$ cat config.mk
export PLATFORM = sky130hd
export DESIGN_NAME = cotc_top
export DESIGN_NICKNAME = d
export VERILOG_FILES = /design/src/verilog/cotc_pkg.sv /design/src/verilog/cotc_top.sv
export SDC_FILE = /design/constraint.sdc
export NUM_CORES = 2
export LEC_CHECK = 0
export BUFFER_PORTS_ARGS = -buffer_cell sky130_fd_sc_hd__buf_4
export CAP_MARGIN = 40
export CORE_ASPECT_RATIO = 0.6
export CORE_MARGIN = 1
export CORE_UTILIZATION = 45
export DETAILED_ROUTE_END_ITERATION = 12
export GPL_ROUTABILITY_DRIVEN = 0
export SETUP_SLACK_MARGIN = 0.15
export SYNTH_ARGS = -nofsm -noshare
export SYNTH_HDL_FRONTEND = slang
export SYNTH_SLANG_ARGS = --single-unit
$ cat constraint.sdc
create_clock -name core_clk -period 21.5 [get_ports core_clk]
set_input_delay 3.225 -clock core_clk [delete_from_list [all_inputs] [get_ports core_clk]]
set_output_delay 3.225 -clock core_clk [all_outputs]
set_load 0.01 [all_outputs]
$ cat src/verilog/cotc_pkg.sv
// package: constants, types and helpers of the tuning control block
package cotc_pkg;

    // register offsets on the management interface
    localparam logic [15:0] ADDR_MIN_THZ   = 16'h818A;
    localparam logic [15:0] ADDR_MIN_FRAC  = 16'h818C;
    localparam logic [15:0] ADDR_TX_CH     = 16'hB400;
    localparam logic [15:0] ADDR_RX_CH     = 16'hB420;
    localparam logic [15:0] ADDR_TX_FT     = 16'hB430;
    localparam logic [15:0] ADDR_RX_FT     = 16'hB440;
    localparam logic [15:0] ADDR_MOD_FAULT_ALARM_WARNING_STATUS  = 16'hB01D;
    localparam logic [15:0] ADDR_RF_ERR    = 16'hBB55;
    localparam logic [15:0] ADDR_WL_STAT   = 16'hB1A0;
    localparam logic [15:0] ADDR_WL_LATCH  = 16'hB1D0;
    localparam logic [15:0] ADDR_WL_MASK   = 16'hB200;
    localparam logic [15:0] ADDR_READY     = 16'hB050;
    localparam logic [15:0] ADDR_CTRL      = 16'hB010;
    localparam logic [15:0] ADDR_CMD_ERR   = 16'hB00C;
    localparam logic [15:0] ADDR_TX_PEND   = 16'hBB0A;
    localparam logic [15:0] ADDR_RX_PEND   = 16'hB88F;

    // field positions
    localparam int BIT_READY    = 15;
    localparam int BIT_SOFT_DIS = 13;
    localparam int BIT_LOL      = 6;
    localparam int BIT_WL       = 14;
    localparam int BIT_PEND     = 0;
    localparam int BIT_NV_TX    = 0;
    localparam int BIT_NV_RX    = 1;
    localparam int LSB_RF_ERR   = 12;

    // serial management frame
    localparam logic [5:0] PREAMBLE_MIN = 6'h20;
    localparam logic [5:0] CNT_HDR      = 6'h0E;
    localparam logic [5:0] CNT_TA       = 6'h0F;
    localparam logic [5:0] CNT_DATA0    = 6'h10;
    localparam logic [5:0] CNT_END      = 6'h20;
    localparam logic [1:0] OP_ADDR      = 2'h0;
    localparam logic [1:0] OP_WRITE     = 2'h1;
    localparam logic [1:0] OP_READ_INC  = 2'h2;
    localparam logic [1:0] OP_READ      = 2'h3;
    localparam logic [4:0] PORT_ADDR    = 5'h00;
    localparam logic [4:0] DEV_ADDR     = 5'h01;

    // frequency arithmetic in MHz
    localparam logic [47:0] MHZ_PER_THZ  = 48'h0000000F4240;
    localparam logic [47:0] MHZ_PER_FRAC = 48'h000000000032;

    typedef enum logic [4:0] {
        ST_READY   = 5'b00001,
        ST_CLR_RDY = 5'b00010,
        ST_TX_OFF  = 5'b00100,
        ST_WAIT    = 5'b01000,
        ST_HOLD    = 5'b10000
    } cotc_state_t;

    typedef struct packed {
        logic [2:0] grid;
        logic [2:0] rsvd;
        logic [9:0] chan;
    } cotc_chan_t;

    typedef struct packed {
        logic [2:0] age;
        logic       rx_ft_done;
        logic       tx_ft_done;
        logic       tx_tune_done;
        logic       rx_lo_present;
        logic       rx_lof_fault;
        logic       tx_lof_fault;
        logic [3:0] rf_err;
        logic       mdio;
        logic       mdc;
    } cotc_pins_t;

    // grid code to spacing in MHz; unlisted codes give zero spacing
    function automatic logic [47:0] grid_mhz(input logic [2:0] code);
        case (code)
            3'h0:    grid_mhz = 48'h0000000186A0;
            3'h1:    grid_mhz = 48'h00000000C350;
            3'h2:    grid_mhz = 48'h0000000061A8;
            3'h3:    grid_mhz = 48'h0000000030D4;
            3'h4:    grid_mhz = 48'h00000000186A;
            default: grid_mhz = 48'h000000000000;
        endcase
    endfunction

    // channel 0 wraps below channel one; the host never programs it
    function automatic logic [47:0] freq_mhz(input cotc_chan_t c, input logic [15:0] thz,
                                             input logic [15:0] frac, input logic [15:0] ft);
        freq_mhz = ({38'h0, c.chan} - 48'h1) * grid_mhz(c.grid)
                 + {32'h0, thz} * MHZ_PER_THZ
                 + {32'h0, frac} * MHZ_PER_FRAC
                 + {{32{ft[15]}}, ft};
    endfunction

endpackage

$ cat src/verilog/cotc_top.sv
`timescale 1ns/1ps
// top: management register bank, serial slave and wavelength change sequencer
module cotc_top #(
    parameter int unsigned MODULE_CLASS = 1
) (
    input  logic        core_clk,
    input  logic        arst_n,
    input  logic        mdc,
    input  logic        mdio_i,
    output logic        mdio_o,
    output logic        mdio_oe,
    input  logic [3:0]  tx_rf_err,
    input  logic        tx_lof_fault,
    input  logic        rx_lof_fault,
    input  logic        rx_lo_present,
    input  logic        tx_tune_done,
    input  logic        tx_ft_done,
    input  logic        rx_ft_done,
    input  logic [2:0]  laser_age,
    input  logic [15:0] min_thz_in,
    input  logic [15:0] min_frac_in,
    output logic        transmit_disable,
    output logic        tx_tune_req,
    output logic        rx_tune_req,
    output logic        tx_ft_req,
    output logic        rx_ft_req,
    output logic [47:0] tx_freq_mhz,
    output logic [47:0] rx_freq_mhz,
    output logic        tx_host_lock_loss,
    output logic        wl_unlock_fault,
    output logic [2:0]  laser_bias_fault_alarm_warning_status
);

    cotc_pkg::cotc_pins_t  pin_s1_q;
    cotc_pkg::cotc_pins_t  pin_s2_q;
    cotc_pkg::cotc_pins_t  pin_raw;
    cotc_pkg::cotc_state_t st_q;
    cotc_pkg::cotc_chan_t  tx_ch_q;
    cotc_pkg::cotc_chan_t  rx_ch_q;
    logic [31:0] min_s1_q;
    logic [1:0]  ld_q;
    logic [15:0] min_thz_q;
    logic [15:0] min_frac_q;
    logic        mdc_prev_q;
    logic [5:0]  ones_q;
    logic        in_frame_q;
    logic [5:0]  cnt_q;
    logic [15:0] sh_q;
    logic [1:0]  op_q;
    logic        hit_q;
    logic [15:0] addr_q;
    logic [15:0] rd_sh_q;
    logic        wr_q;
    logic [15:0] wdata_q;
    logic        mdio_o_q;
    logic        mdio_oe_q;
    logic [2:0]  done_prev_q;
    logic        ready_q;
    logic        soft_dis_q;
    logic        tx_tune_req_q;
    logic        rx_tune_req_q;
    logic        tx_ft_req_q;
    logic        rx_ft_req_q;
    logic [15:0] tx_ft_q;
    logic [15:0] rx_ft_q;
    logic        tx_pend_q;
    logic        rx_pend_q;
    logic [1:0]  cmd_nv_q;
    logic        wl_latch_q;
    logic        wl_mask_q;
    logic [47:0] tx_freq_q;
    logic [47:0] rx_freq_q;
    logic        lol_q;
    logic        wl_fault_q;
    logic [2:0]  bias_q;

    // pin inputs, grouped so one synchroniser pair serves them all
    assign pin_raw = '{age: laser_age, rx_ft_done: rx_ft_done, tx_ft_done: tx_ft_done,
                       tx_tune_done: tx_tune_done, rx_lo_present: rx_lo_present,
                       rx_lof_fault: rx_lof_fault, tx_lof_fault: tx_lof_fault,
                       rf_err: tx_rf_err, mdio: mdio_i, mdc: mdc};

    always_ff @(posedge core_clk or negedge arst_n) begin
        if (!arst_n) begin
            pin_s1_q <= '0;
            pin_s2_q <= '0;
            min_s1_q <= 32'h00000000;
        end else begin
            pin_s1_q <= pin_raw;
            pin_s2_q <= pin_s1_q;
            min_s1_q <= {min_thz_in, min_frac_in};
        end
    end

    // start-up capture of the minimum frequency; nothing writes it later
    always_ff @(posedge core_clk or negedge arst_n) begin
        if (!arst_n) begin
            ld_q       <= 2'h0;
            min_thz_q  <= 16'h0000;
            min_frac_q <= 16'h0000;
        end else begin
            ld_q <= {ld_q[0], 1'b1};
            if (ld_q == 2'h1) begin
                min_thz_q  <= min_s1_q[31:16];
                min_frac_q <= min_s1_q[15:0];
            end
        end
    end

    // serial frame bit tracking
    wire        mdc_rise = pin_s2_q.mdc & ~mdc_prev_q;
    wire [15:0] sh_n     = {sh_q[14:0], pin_s2_q.mdio};
    wire [5:0]  cnt_n    = cnt_q + 6'h01;
    wire        rd_op    = op_q[1];
    wire        hdr_hit  = (sh_n[13:12] == 2'h0) && (sh_n[9:5] == cotc_pkg::PORT_ADDR)
                           && (sh_n[4:0] == cotc_pkg::DEV_ADDR);
    wire [15:0] rd_mux;

    // frame receiver; host sees read data one sync delay after each mdc rise
    always_ff @(posedge core_clk or negedge arst_n) begin
        if (!arst_n) begin
            mdc_prev_q <= 1'b0;
            ones_q     <= 6'h00;
            in_frame_q <= 1'b0;
            cnt_q      <= 6'h00;
            sh_q       <= 16'h0000;
            op_q       <= 2'h0;
            hit_q      <= 1'b0;
            addr_q     <= 16'h0000;
            rd_sh_q    <= 16'h0000;
            wr_q       <= 1'b0;
            wdata_q    <= 16'h0000;
            mdio_o_q   <= 1'b0;
            mdio_oe_q  <= 1'b0;
        end else begin
            mdc_prev_q <= pin_s2_q.mdc;
            wr_q       <= 1'b0;
            if (mdc_rise && !in_frame_q) begin
                if (pin_s2_q.mdio) begin
                    ones_q <= (ones_q == 6'h3F) ? ones_q : ones_q + 6'h01;
                end else begin
                    ones_q     <= 6'h00;
                    in_frame_q <= (ones_q >= cotc_pkg::PREAMBLE_MIN);
                    cnt_q      <= 6'h01;
                    sh_q       <= 16'h0000;
                end
            end else if (mdc_rise) begin
                sh_q  <= sh_n;
                cnt_q <= cnt_n;
                if (cnt_n == cotc_pkg::CNT_HDR) begin
                    op_q  <= sh_n[11:10];
                    hit_q <= hdr_hit;
                end
                if (cnt_n == cotc_pkg::CNT_TA && hit_q && rd_op) begin
                    mdio_oe_q <= 1'b1;
                    mdio_o_q  <= 1'b0;
                    rd_sh_q   <= rd_mux;
                end
                if (cnt_n >= cotc_pkg::CNT_DATA0 && cnt_n < cotc_pkg::CNT_END && mdio_oe_q) begin
                    mdio_o_q <= rd_sh_q[15];
                    rd_sh_q  <= {rd_sh_q[14:0], 1'b0};
                end
                if (cnt_n == cotc_pkg::CNT_END) begin
                    in_frame_q <= 1'b0;
                    mdio_oe_q  <= 1'b0;
                    mdio_o_q   <= 1'b0;
                    if (hit_q && op_q == cotc_pkg::OP_ADDR) begin
                        addr_q <= sh_n;
                    end
                    if (hit_q && op_q == cotc_pkg::OP_READ_INC) begin
                        addr_q <= addr_q + 16'h0001;
                    end
                    wr_q    <= hit_q && (op_q == cotc_pkg::OP_WRITE);
                    wdata_q <= sh_n;
                end
            end
        end
    end

    // write decode
    wire we_txch  = wr_q & (addr_q == cotc_pkg::ADDR_TX_CH);
    wire we_rxch  = wr_q & (addr_q == cotc_pkg::ADDR_RX_CH);
    wire we_txft  = wr_q & (addr_q == cotc_pkg::ADDR_TX_FT);
    wire we_rxft  = wr_q & (addr_q == cotc_pkg::ADDR_RX_FT);
    wire we_ctrl  = wr_q & (addr_q == cotc_pkg::ADDR_CTRL);
    wire we_err   = wr_q & (addr_q == cotc_pkg::ADDR_CMD_ERR);
    wire we_latch = wr_q & (addr_q == cotc_pkg::ADDR_WL_LATCH);
    wire we_mask  = wr_q & (addr_q == cotc_pkg::ADDR_WL_MASK);

    // done strobes from the laser controller, edge detected
    wire [2:0] done_now  = {pin_s2_q.rx_ft_done, pin_s2_q.tx_ft_done, pin_s2_q.tx_tune_done};
    wire [2:0] done_rise = done_now & ~done_prev_q;

    // a transmit channel change is only taken from ready with the flag set
    wire tx_chg_go = we_txch & (st_q == cotc_pkg::ST_READY) & ready_q;
    wire host_dis  = wdata_q[cotc_pkg::BIT_SOFT_DIS];
    wire class3    = (MODULE_CLASS == 3);

    // wavelength change sequencer
    always_ff @(posedge core_clk or negedge arst_n) begin
        if (!arst_n) begin
            st_q          <= cotc_pkg::ST_READY;
            ready_q       <= 1'b1;
            soft_dis_q    <= 1'b0;
            tx_tune_req_q <= 1'b0;
        end else begin
            tx_tune_req_q <= 1'b0;
            case (st_q)
                cotc_pkg::ST_READY: begin
                    if (tx_chg_go) begin
                        st_q <= cotc_pkg::ST_CLR_RDY;
                    end else if (we_ctrl) begin
                        soft_dis_q <= host_dis;
                    end
                end
                cotc_pkg::ST_CLR_RDY: begin
                    ready_q <= 1'b0;
                    st_q    <= cotc_pkg::ST_TX_OFF;
                end
                cotc_pkg::ST_TX_OFF: begin
                    soft_dis_q    <= 1'b1;
                    tx_tune_req_q <= 1'b1;
                    st_q          <= cotc_pkg::ST_WAIT;
                end
                cotc_pkg::ST_WAIT: begin
                    // host disable writes are dropped here, the sequence owns the bit
                    if (done_rise[0]) begin
                        ready_q <= 1'b1;
                        st_q    <= cotc_pkg::ST_HOLD;
                    end
                end
                cotc_pkg::ST_HOLD: begin
                    if (!class3) begin
                        soft_dis_q <= 1'b0;
                        st_q       <= cotc_pkg::ST_READY;
                    end else if (we_ctrl && !host_dis) begin
                        soft_dis_q <= 1'b0;
                        st_q       <= cotc_pkg::ST_READY;
                    end
                end
                default: begin
                    st_q <= cotc_pkg::ST_READY;
                end
            endcase
        end
    end

    // fine tune: never gates the ready flag, a busy laser rejects the write
    wire tx_ft_go  = we_txft & ~tx_pend_q;
    wire rx_ft_go  = we_rxft & ~rx_pend_q;
    wire [1:0] nv_set = {we_rxft & rx_pend_q, we_txft & tx_pend_q};
    wire [1:0] nv_clr = we_err ? wdata_q[1:0] : 2'h0;
    wire rx_ch_go  = we_rxch & ready_q;

    always_ff @(posedge core_clk or negedge arst_n) begin
        if (!arst_n) begin
            done_prev_q   <= 3'h0;
            tx_ch_q       <= '0;
            rx_ch_q       <= '0;
            tx_ft_q       <= 16'h0000;
            rx_ft_q       <= 16'h0000;
            tx_pend_q     <= 1'b0;
            rx_pend_q     <= 1'b0;
            cmd_nv_q      <= 2'h0;
            tx_ft_req_q   <= 1'b0;
            rx_ft_req_q   <= 1'b0;
            rx_tune_req_q <= 1'b0;
        end else begin
            done_prev_q   <= done_now;
            tx_ft_req_q   <= tx_ft_go;
            rx_ft_req_q   <= rx_ft_go;
            rx_tune_req_q <= rx_ch_go;
            tx_pend_q     <= tx_ft_go | (tx_pend_q & ~done_rise[1]);
            rx_pend_q     <= rx_ft_go | (rx_pend_q & ~done_rise[2]);
            cmd_nv_q      <= nv_set | (cmd_nv_q & ~nv_clr);
            if (tx_chg_go) begin
                tx_ch_q <= wdata_q;
            end
            if (rx_ch_go) begin
                rx_ch_q <= wdata_q;
            end
            if (tx_ft_go) begin
                tx_ft_q <= wdata_q;
            end
            if (rx_ft_go) begin
                rx_ft_q <= wdata_q;
            end
        end
    end

    // status mapping and frequency results, all registered
    wire wl_fault_now = pin_s2_q.tx_lof_fault | (pin_s2_q.rx_lo_present & pin_s2_q.rx_lof_fault);

    always_ff @(posedge core_clk or negedge arst_n) begin
        if (!arst_n) begin
            wl_latch_q <= 1'b0;
            wl_mask_q  <= 1'b0;
            wl_fault_q <= 1'b0;
            lol_q      <= 1'b0;
            bias_q     <= 3'h0;
            tx_freq_q  <= 48'h000000000000;
            rx_freq_q  <= 48'h000000000000;
        end else begin
            wl_fault_q <= wl_fault_now;
            // a fault in the clearing cycle keeps the latch set
            wl_latch_q <= wl_fault_now | (wl_latch_q & ~(we_latch & wdata_q[cotc_pkg::BIT_WL]));
            if (we_mask) begin
                wl_mask_q <= wdata_q[cotc_pkg::BIT_WL];
            end
            lol_q     <= |pin_s2_q.rf_err;
            bias_q    <= pin_s2_q.age;
            tx_freq_q <= cotc_pkg::freq_mhz(tx_ch_q, min_thz_q, min_frac_q, tx_ft_q);
            rx_freq_q <= cotc_pkg::freq_mhz(rx_ch_q, min_thz_q, min_frac_q, rx_ft_q);
        end
    end

    // read selection; unmapped offsets read zero
    wire [15:0] rf_reg   = {pin_s2_q.rf_err, 12'h000};
    wire [15:0] fault_alarm_warning_status_reg = {15'h0000, lol_q} << cotc_pkg::BIT_LOL;
    wire [15:0] stat_reg = {15'h0000, wl_fault_q} << cotc_pkg::BIT_WL;
    wire [15:0] lat_reg  = {15'h0000, wl_latch_q} << cotc_pkg::BIT_WL;
    wire [15:0] msk_reg  = {15'h0000, wl_mask_q} << cotc_pkg::BIT_WL;
    wire [15:0] rdy_reg  = {15'h0000, ready_q} << cotc_pkg::BIT_READY;
    wire [15:0] ctl_reg  = {15'h0000, soft_dis_q} << cotc_pkg::BIT_SOFT_DIS;
    wire [15:0] txp_reg  = {15'h0000, tx_pend_q} << cotc_pkg::BIT_PEND;
    wire [15:0] rxp_reg  = {15'h0000, rx_pend_q} << cotc_pkg::BIT_PEND;

    assign rd_mux = (addr_q == cotc_pkg::ADDR_MIN_THZ)  ? min_thz_q  :
                    (addr_q == cotc_pkg::ADDR_MIN_FRAC) ? min_frac_q :
                    (addr_q == cotc_pkg::ADDR_TX_CH)    ? tx_ch_q    :
                    (addr_q == cotc_pkg::ADDR_RX_CH)    ? rx_ch_q    :
                    (addr_q == cotc_pkg::ADDR_TX_FT)    ? tx_ft_q    :
                    (addr_q == cotc_pkg::ADDR_RX_FT)    ? rx_ft_q    :
                    (addr_q == cotc_pkg::ADDR_MOD_FAULT_ALARM_WARNING_STATUS) ? fault_alarm_warning_status_reg   :
                    (addr_q == cotc_pkg::ADDR_RF_ERR)   ? rf_reg     :
                    (addr_q == cotc_pkg::ADDR_WL_STAT)  ? stat_reg   :
                    (addr_q == cotc_pkg::ADDR_WL_LATCH) ? lat_reg    :
                    (addr_q == cotc_pkg::ADDR_WL_MASK)  ? msk_reg    :
                    (addr_q == cotc_pkg::ADDR_READY)    ? rdy_reg    :
                    (addr_q == cotc_pkg::ADDR_CTRL)     ? ctl_reg    :
                    (addr_q == cotc_pkg::ADDR_CMD_ERR)  ? {14'h0000, cmd_nv_q} :
                    (addr_q == cotc_pkg::ADDR_TX_PEND)  ? txp_reg    :
                    (addr_q == cotc_pkg::ADDR_RX_PEND)  ? rxp_reg    : 16'h0000;

    // outputs straight from flops
    assign mdio_o            = mdio_o_q;
    assign mdio_oe           = mdio_oe_q;
    assign transmit_disable  = soft_dis_q;
    assign tx_tune_req       = tx_tune_req_q;
    assign rx_tune_req       = rx_tune_req_q;
    assign tx_ft_req         = tx_ft_req_q;
    assign rx_ft_req         = rx_ft_req_q;
    assign tx_freq_mhz       = tx_freq_q;
    assign rx_freq_mhz       = rx_freq_q;
    assign tx_host_lock_loss = lol_q;
    assign wl_unlock_fault   = wl_fault_q;
    assign laser_bias_fault_alarm_warning_status   = bias_q;

endmodule

Yosys cells after proc, flatten, opt, wreduce, memory -nomap -nowiden

Index checks and enable logic that the tools add are counted.

Flip-flop bits (word level): 356
Output and inout port bits: 108
Logic and storage cells: 250

Add/sub/neg operators: 11
$mul: 4
Order comparisons: 3
Equality and inequality tests: 43
Mux-type cells: 52
Bitwise gates (word level): 37
Reduce and logical (&&, ||, !) cells: 37

Operators with widths:

| operator                                                              | number |
|---|---|
| 16-bit equality test, second input constant                           | 16 |
| 16-bit two-way mux                                                    | 16 |
| 17-bit case mux with 5 select lines                                   | 2 |
| 11-bit by 18-bit multiplier with 29-bit output                        | 2 |
| 48-bit by 22-bit adder with 48-bit output                             | 1 |
| 48-bit by 36-bit adder with 48-bit output                             | 1 |
| 48-bit adder                                                          | 1 |
| 15-bit two-way mux                                                    | 3 |
| 39-bit by 16-bit adder with 40-bit output                             | 1 |
| 38-bit by 23-bit adder with 39-bit output                             | 1 |
| 29-bit by 37-bit adder with 38-bit output                             | 1 |
| 16-bit by 14-bit multiplier with 30-bit output, second input constant | 1 |
| 6-bit two-way mux                                                     | 5 |
| 10-bit by 1-bit subtractor with 11-bit output, second input constant  | 2 |
| 1-bit bitwise AND                                                     | 21 |
| 16-bit by 5-bit multiplier with 21-bit output, second input constant  | 1 |
| 3-bit AND reduction                                                   | 7 |
| 5-bit case mux with 4 select lines                                    | 1 |
| 1-bit two-way mux                                                     | 18 |
| 16-bit by 1-bit adder with 16-bit output, second input constant       | 1 |
| 14-bit two-way mux                                                    | 1 |
| 6-bit by 1-bit adder with 6-bit output, second input constant         | 2 |
| 3-bit by 2-bit equality test with 1-bit output, second input constant | 4 |
| 6-bit by 4-bit equality test with 1-bit output, second input constant | 2 |
| 35 further kinds                                                      | 76 |

Depth between registers and ports, before layout

Depth after elaboration: 19
Depth in mapped cells: 40
Mapped depth without buffers: 39

Worst setup path before layout

No wires, ideal clock.

Kind: register to register
Start: reg rx_ch_q[0] (netlist bit)
End: reg rx_freq_q[35] (netlist: rx_freq_mhz[35])
Setup time: 0.138 ns
Arrival time: 8.904 ns
Required time: 21.362 ns
Setup slack: 12.458 ns
Stages on the path, launching flop included: 39
Path buffers: 2
Clock period less this slack: 9.042 ns
Path through: dfrtp_1 inv_1 ha_1 nand3b_1 nor3_2 inv_2 clkbuf_1 nor2_1 inv_2 nor2_1 fa_1 fa_1 fa_1 fa_1 inv_1 fa_1 inv_1 ha_1 (+3 left out) a311oi_2 a211oi_1 o31a_1 a21o_1 a21oi_1 xnor2_1 fa_1 ha_1 ha_1 a21o_1 a21o_1 a21o_1 nand2_1 nand2_1 a21o_1 o41a_1 mux2i_1 o2111ai_1

Longest elaborated chain between the ends: 5

RTL lines:

| what                                           | line            | source |
|---|---|---|
| from (decl)                                    | cotc_top.sv:39  | `cotc_pkg::cotc_chan_t rx_ch_q;` |
| from (signal assigned)                         | cotc_top.sv:280 | `rx_ch_q <= wdata_q;` |
| 10-bit by 1-bit subtractor with 11-bit output  | cotc_pkg.sv:91  | `freq_mhz = ({38'h0, c.chan} - 48'h1) * grid_mhz(c.grid)` |
| 11-bit by 18-bit multiplier with 29-bit output | cotc_pkg.sv:91  |  |
| 48-bit by 36-bit adder with 48-bit output      | cotc_pkg.sv:92  | `+ {32'h0, thz} * MHZ_PER_THZ` |
| 48-bit by 22-bit adder with 48-bit output      | cotc_pkg.sv:93  | `+ {32'h0, frac} * MHZ_PER_FRAC` |
| 48-bit adder                                   | cotc_pkg.sv:94  | `+ {{32{ft[15]}}, ft};` |
| to (signal assigned)                           | cotc_top.sv:313 | `rx_freq_q <= cotc_pkg::freq_mhz(rx_ch_q, min_thz_q, min_frac_q, rx_ft_q);` |
| to (decl)                                      | cotc_top.sv:72  | `logic [47:0] rx_freq_q;` |

Every way passes these cells.
A chain may end at the register's enable or synchronous reset.

Worst setup path after layout

Start: reg rx_ch_q[0] (netlist bit)
End: reg rx_freq_q[41] (netlist: rx_freq_mhz[41])

The elaborated chain is that of the path after synthesis.

==> flow_summary.yaml <==
status:
  outcome: "complete, but fails checks"
  violations: "design-rule violations"
logic_synthesis:
  synth_seq_cells: 356
  async_reset_ff_frac: 1.00
  synthTopCellsByArea: "dfrtp_1, fa_1, ha_1, inv_1, nand2_1"
  synth_fp_nets: 4668
  synth_edf_count: 0
  synthFlopType: "dfrtp_1"
  synthCells: 3730
  yosys_warnings: 0
  synth_area_sq_um: 36400
  synthMostInstantiatedCell: "inv_1"
  synth_seq_area_share: 0.245
  synth_common_cells: "inv_1, ha_1, fa_1"
  yosys.area.top_type: "dfrtp_1"
  synthDominantCellAreaShare: 0.243
  post_synth_num_cell_types: 86
  syn_area_per_cell_sq_um: 9.75
worst_setup_path:
  cpMaxStageDelayCell: "xor2_1"
  critPathCaptureType: "register"
  cp.required_ns: 22.01
  r2r_cells: 35
  crit_path_start: "rx_ch_q[0]"
  worstSetupPathType: "register to register"
  cp.arrival_ns: 10.84
  cp-start-kind: "register"
  endpoint: "rx_freq_mhz[41]"
  r2r_end: "rx_freq_mhz[41]"
  max_stage_delay_ns: 0.69
  regToRegSetupSlack_ns: 11.18
  reg2reg_from: "rx_ch_q[0]"
  crit_top_cell: "fa_1"
  crit_path_max_fanout: 13
floorplanning:
  std_cell_rows: 80
  dieArea_sq_um: 82000
  boundaryPins: 157
  die_y_microns: 222
  start_util: 0.456
  coreArea_sq_um: 79800
  dieWidth_microns: 369
sta:
  finalClockSkew_ns: 0.0205
  hold_violations: 0
  fin_crit_sh: 0.480
  tightest_slew_ns: 1.04
  tns_ns: 0
  min_period_ns: 10.33
  report.final.slew_viol_count: 0
  setup_violations: 0
  maxSlewHeadroom: 0.308
  rsz0062_at_grt: "false"
  fmax_mhz: 96.9
final_layout:
  area_growth_pct: 10.3
  largest_register_ffs: 48
  drive_gt1_frac: 0.0806
  regArea_sq_um: 8910
  nets: 4805
  fillers: 7481
  multi_input_area_sq_um: 24500
  utilization: 0.503
drt:
  viasPerCell: 5.40
  drt_iter0_drc: 2866
  routed_wl_mm: 106
  vias: 26787
  drc: 24
  first_pass_iters: 12
  drtAntennaViolNets: 0
  wire_per_inst_microns: 21.3
global_route:
  grt_start_max_net_pins: 170
  antenna_found_initial: 3
  grt_pass1_wl_mm: 159
  grt_usage: 0.259
  globalRoute.totalOverflow: 0
  grt_pass1_vias: 25208
clock_tree:
  cts_buffer_depth: 3
  cts_resized: 0
  insertion_delay_ns: 0.59
  cts.sinks: 356
  ctsRootBufferMaster: "clkbuf_16"
  h-tree-depth: 2
  cts.clk_slew.worst_paths_ns: 0.07
  hold_buffers: 0
  post_cts_buffers: 0
  cts_tree: "built"
  numCtsBuffers: 37
min_path:
  hp-class: "register to register"
job:
  maxCapViolations: 0
placed_design:
  numPortBuffers: 156
  hpwl_mm: 88.2
[final cells by class]
class,count,area share
antenna,1,0.0000623
clock buffer,51,0.0259
clock inverter,17,0.00608
inverter,703,0.0658
multi-input combinational,2572,0.609
sequential,356,0.222
tap,1066,0.0332
timing repair buffer,197,0.0377
[worst min-delay path by stage]
stage / endpoint / start / cells after the start / slack [ns]
4_1_cts: pin_s2_q[8] / pin_s1_q[8] / 0 / 0.35
6_report: pin_s2_q[6] / pin_s1_q[6] / 0 / 0.35
5_1_grt: pin_s2_q[7] / pin_s1_q[7] / 0 / 0.35
3_3_place_gp: pin_s2_q[14] / pin_s1_q[14] / 0 / 0.33
2_1_floorplan: done_now[0] / pin_s1_q[9] / 0 / 0.33
3_5_place_dp: pin_s2_q[3] / pin_s1_q[3] / 0 / 0.33
[cells in the final DEF, fill, tap and decap left out, drive strengths merged, types with 60 or more instances in the layout]
| cell | count |
|---|---|
| a21o | 60 |
| xor2 | 61 |
| dfrtp | 354 |
| o21ai | 160 |
| a21oi | 152 |
| inv | 705 |
| nor2 | 239 |
| ha | 455 |
| xnor2 | 103 |
| mux2 | 68 |
| nand2 | 308 |
| buf | 195 |
| fa | 434 |
[cells by family (layout without fill, tap and decap cells)]
| group | count (synthesis) | after routing | share of synthesized area |
|---|---|---|---|
| fa+ha+maj | 889 | 889 | 0.395 |
| simple gates | 869 | 869 | 0.111 |
| buf+inv | 802 | 968 | 0.0839 |
| compound gates | 564 | 564 | 0.0986 |
| flops | 356 | 356 | 0.245 |
| xor+xnor | 164 | 164 | 0.0400 |
| mux | 85 | 85 | 0.0257 |
| other cells | 1 | 2 | 0.000103 |
[stage by stage]
| step | instances | worst slack, ns | instance area (sq um) | hold slack (ns) |
|---|---|---|---|---|
| 4_1_cts | 4956 | 11.10 | 40100 | 0.349 |
| 6_report | 4963 | 11.18 | 40100 | 0.347 |
| 2_1_floorplan | 3730 | 12.46 | 36400 | 0.331 |
| 3_5_place_dp | 4888 | 11.14 | 38800 | 0.335 |
| 3_3_place_gp | 4875 | 11.32 | 38700 | 0.331 |
| 5_1_grt | 4962 | 10.60 | 40100 | 0.354 |
[routing by layer]
layer  global-route usage  part of all wire
met1                0.425              0.50
met2                0.293              0.34
met3                0.131              0.15
met4               0.0315             0.010
met5                    0            0.0014
[critical path: cells and delay by family, from the launching register on]
kind,cells,cell delay [ns]
compound gates,11,2.47
xor+xnor,2,1.01
flops,1,0.54
buf+inv,5,0.42
fa+ha+maj,10,4.42
simple gates,7,1.40
Power is left out: the tool's default activity adds up to more than one toggle a clock period on the data nets, which glitch-free logic cannot reach.
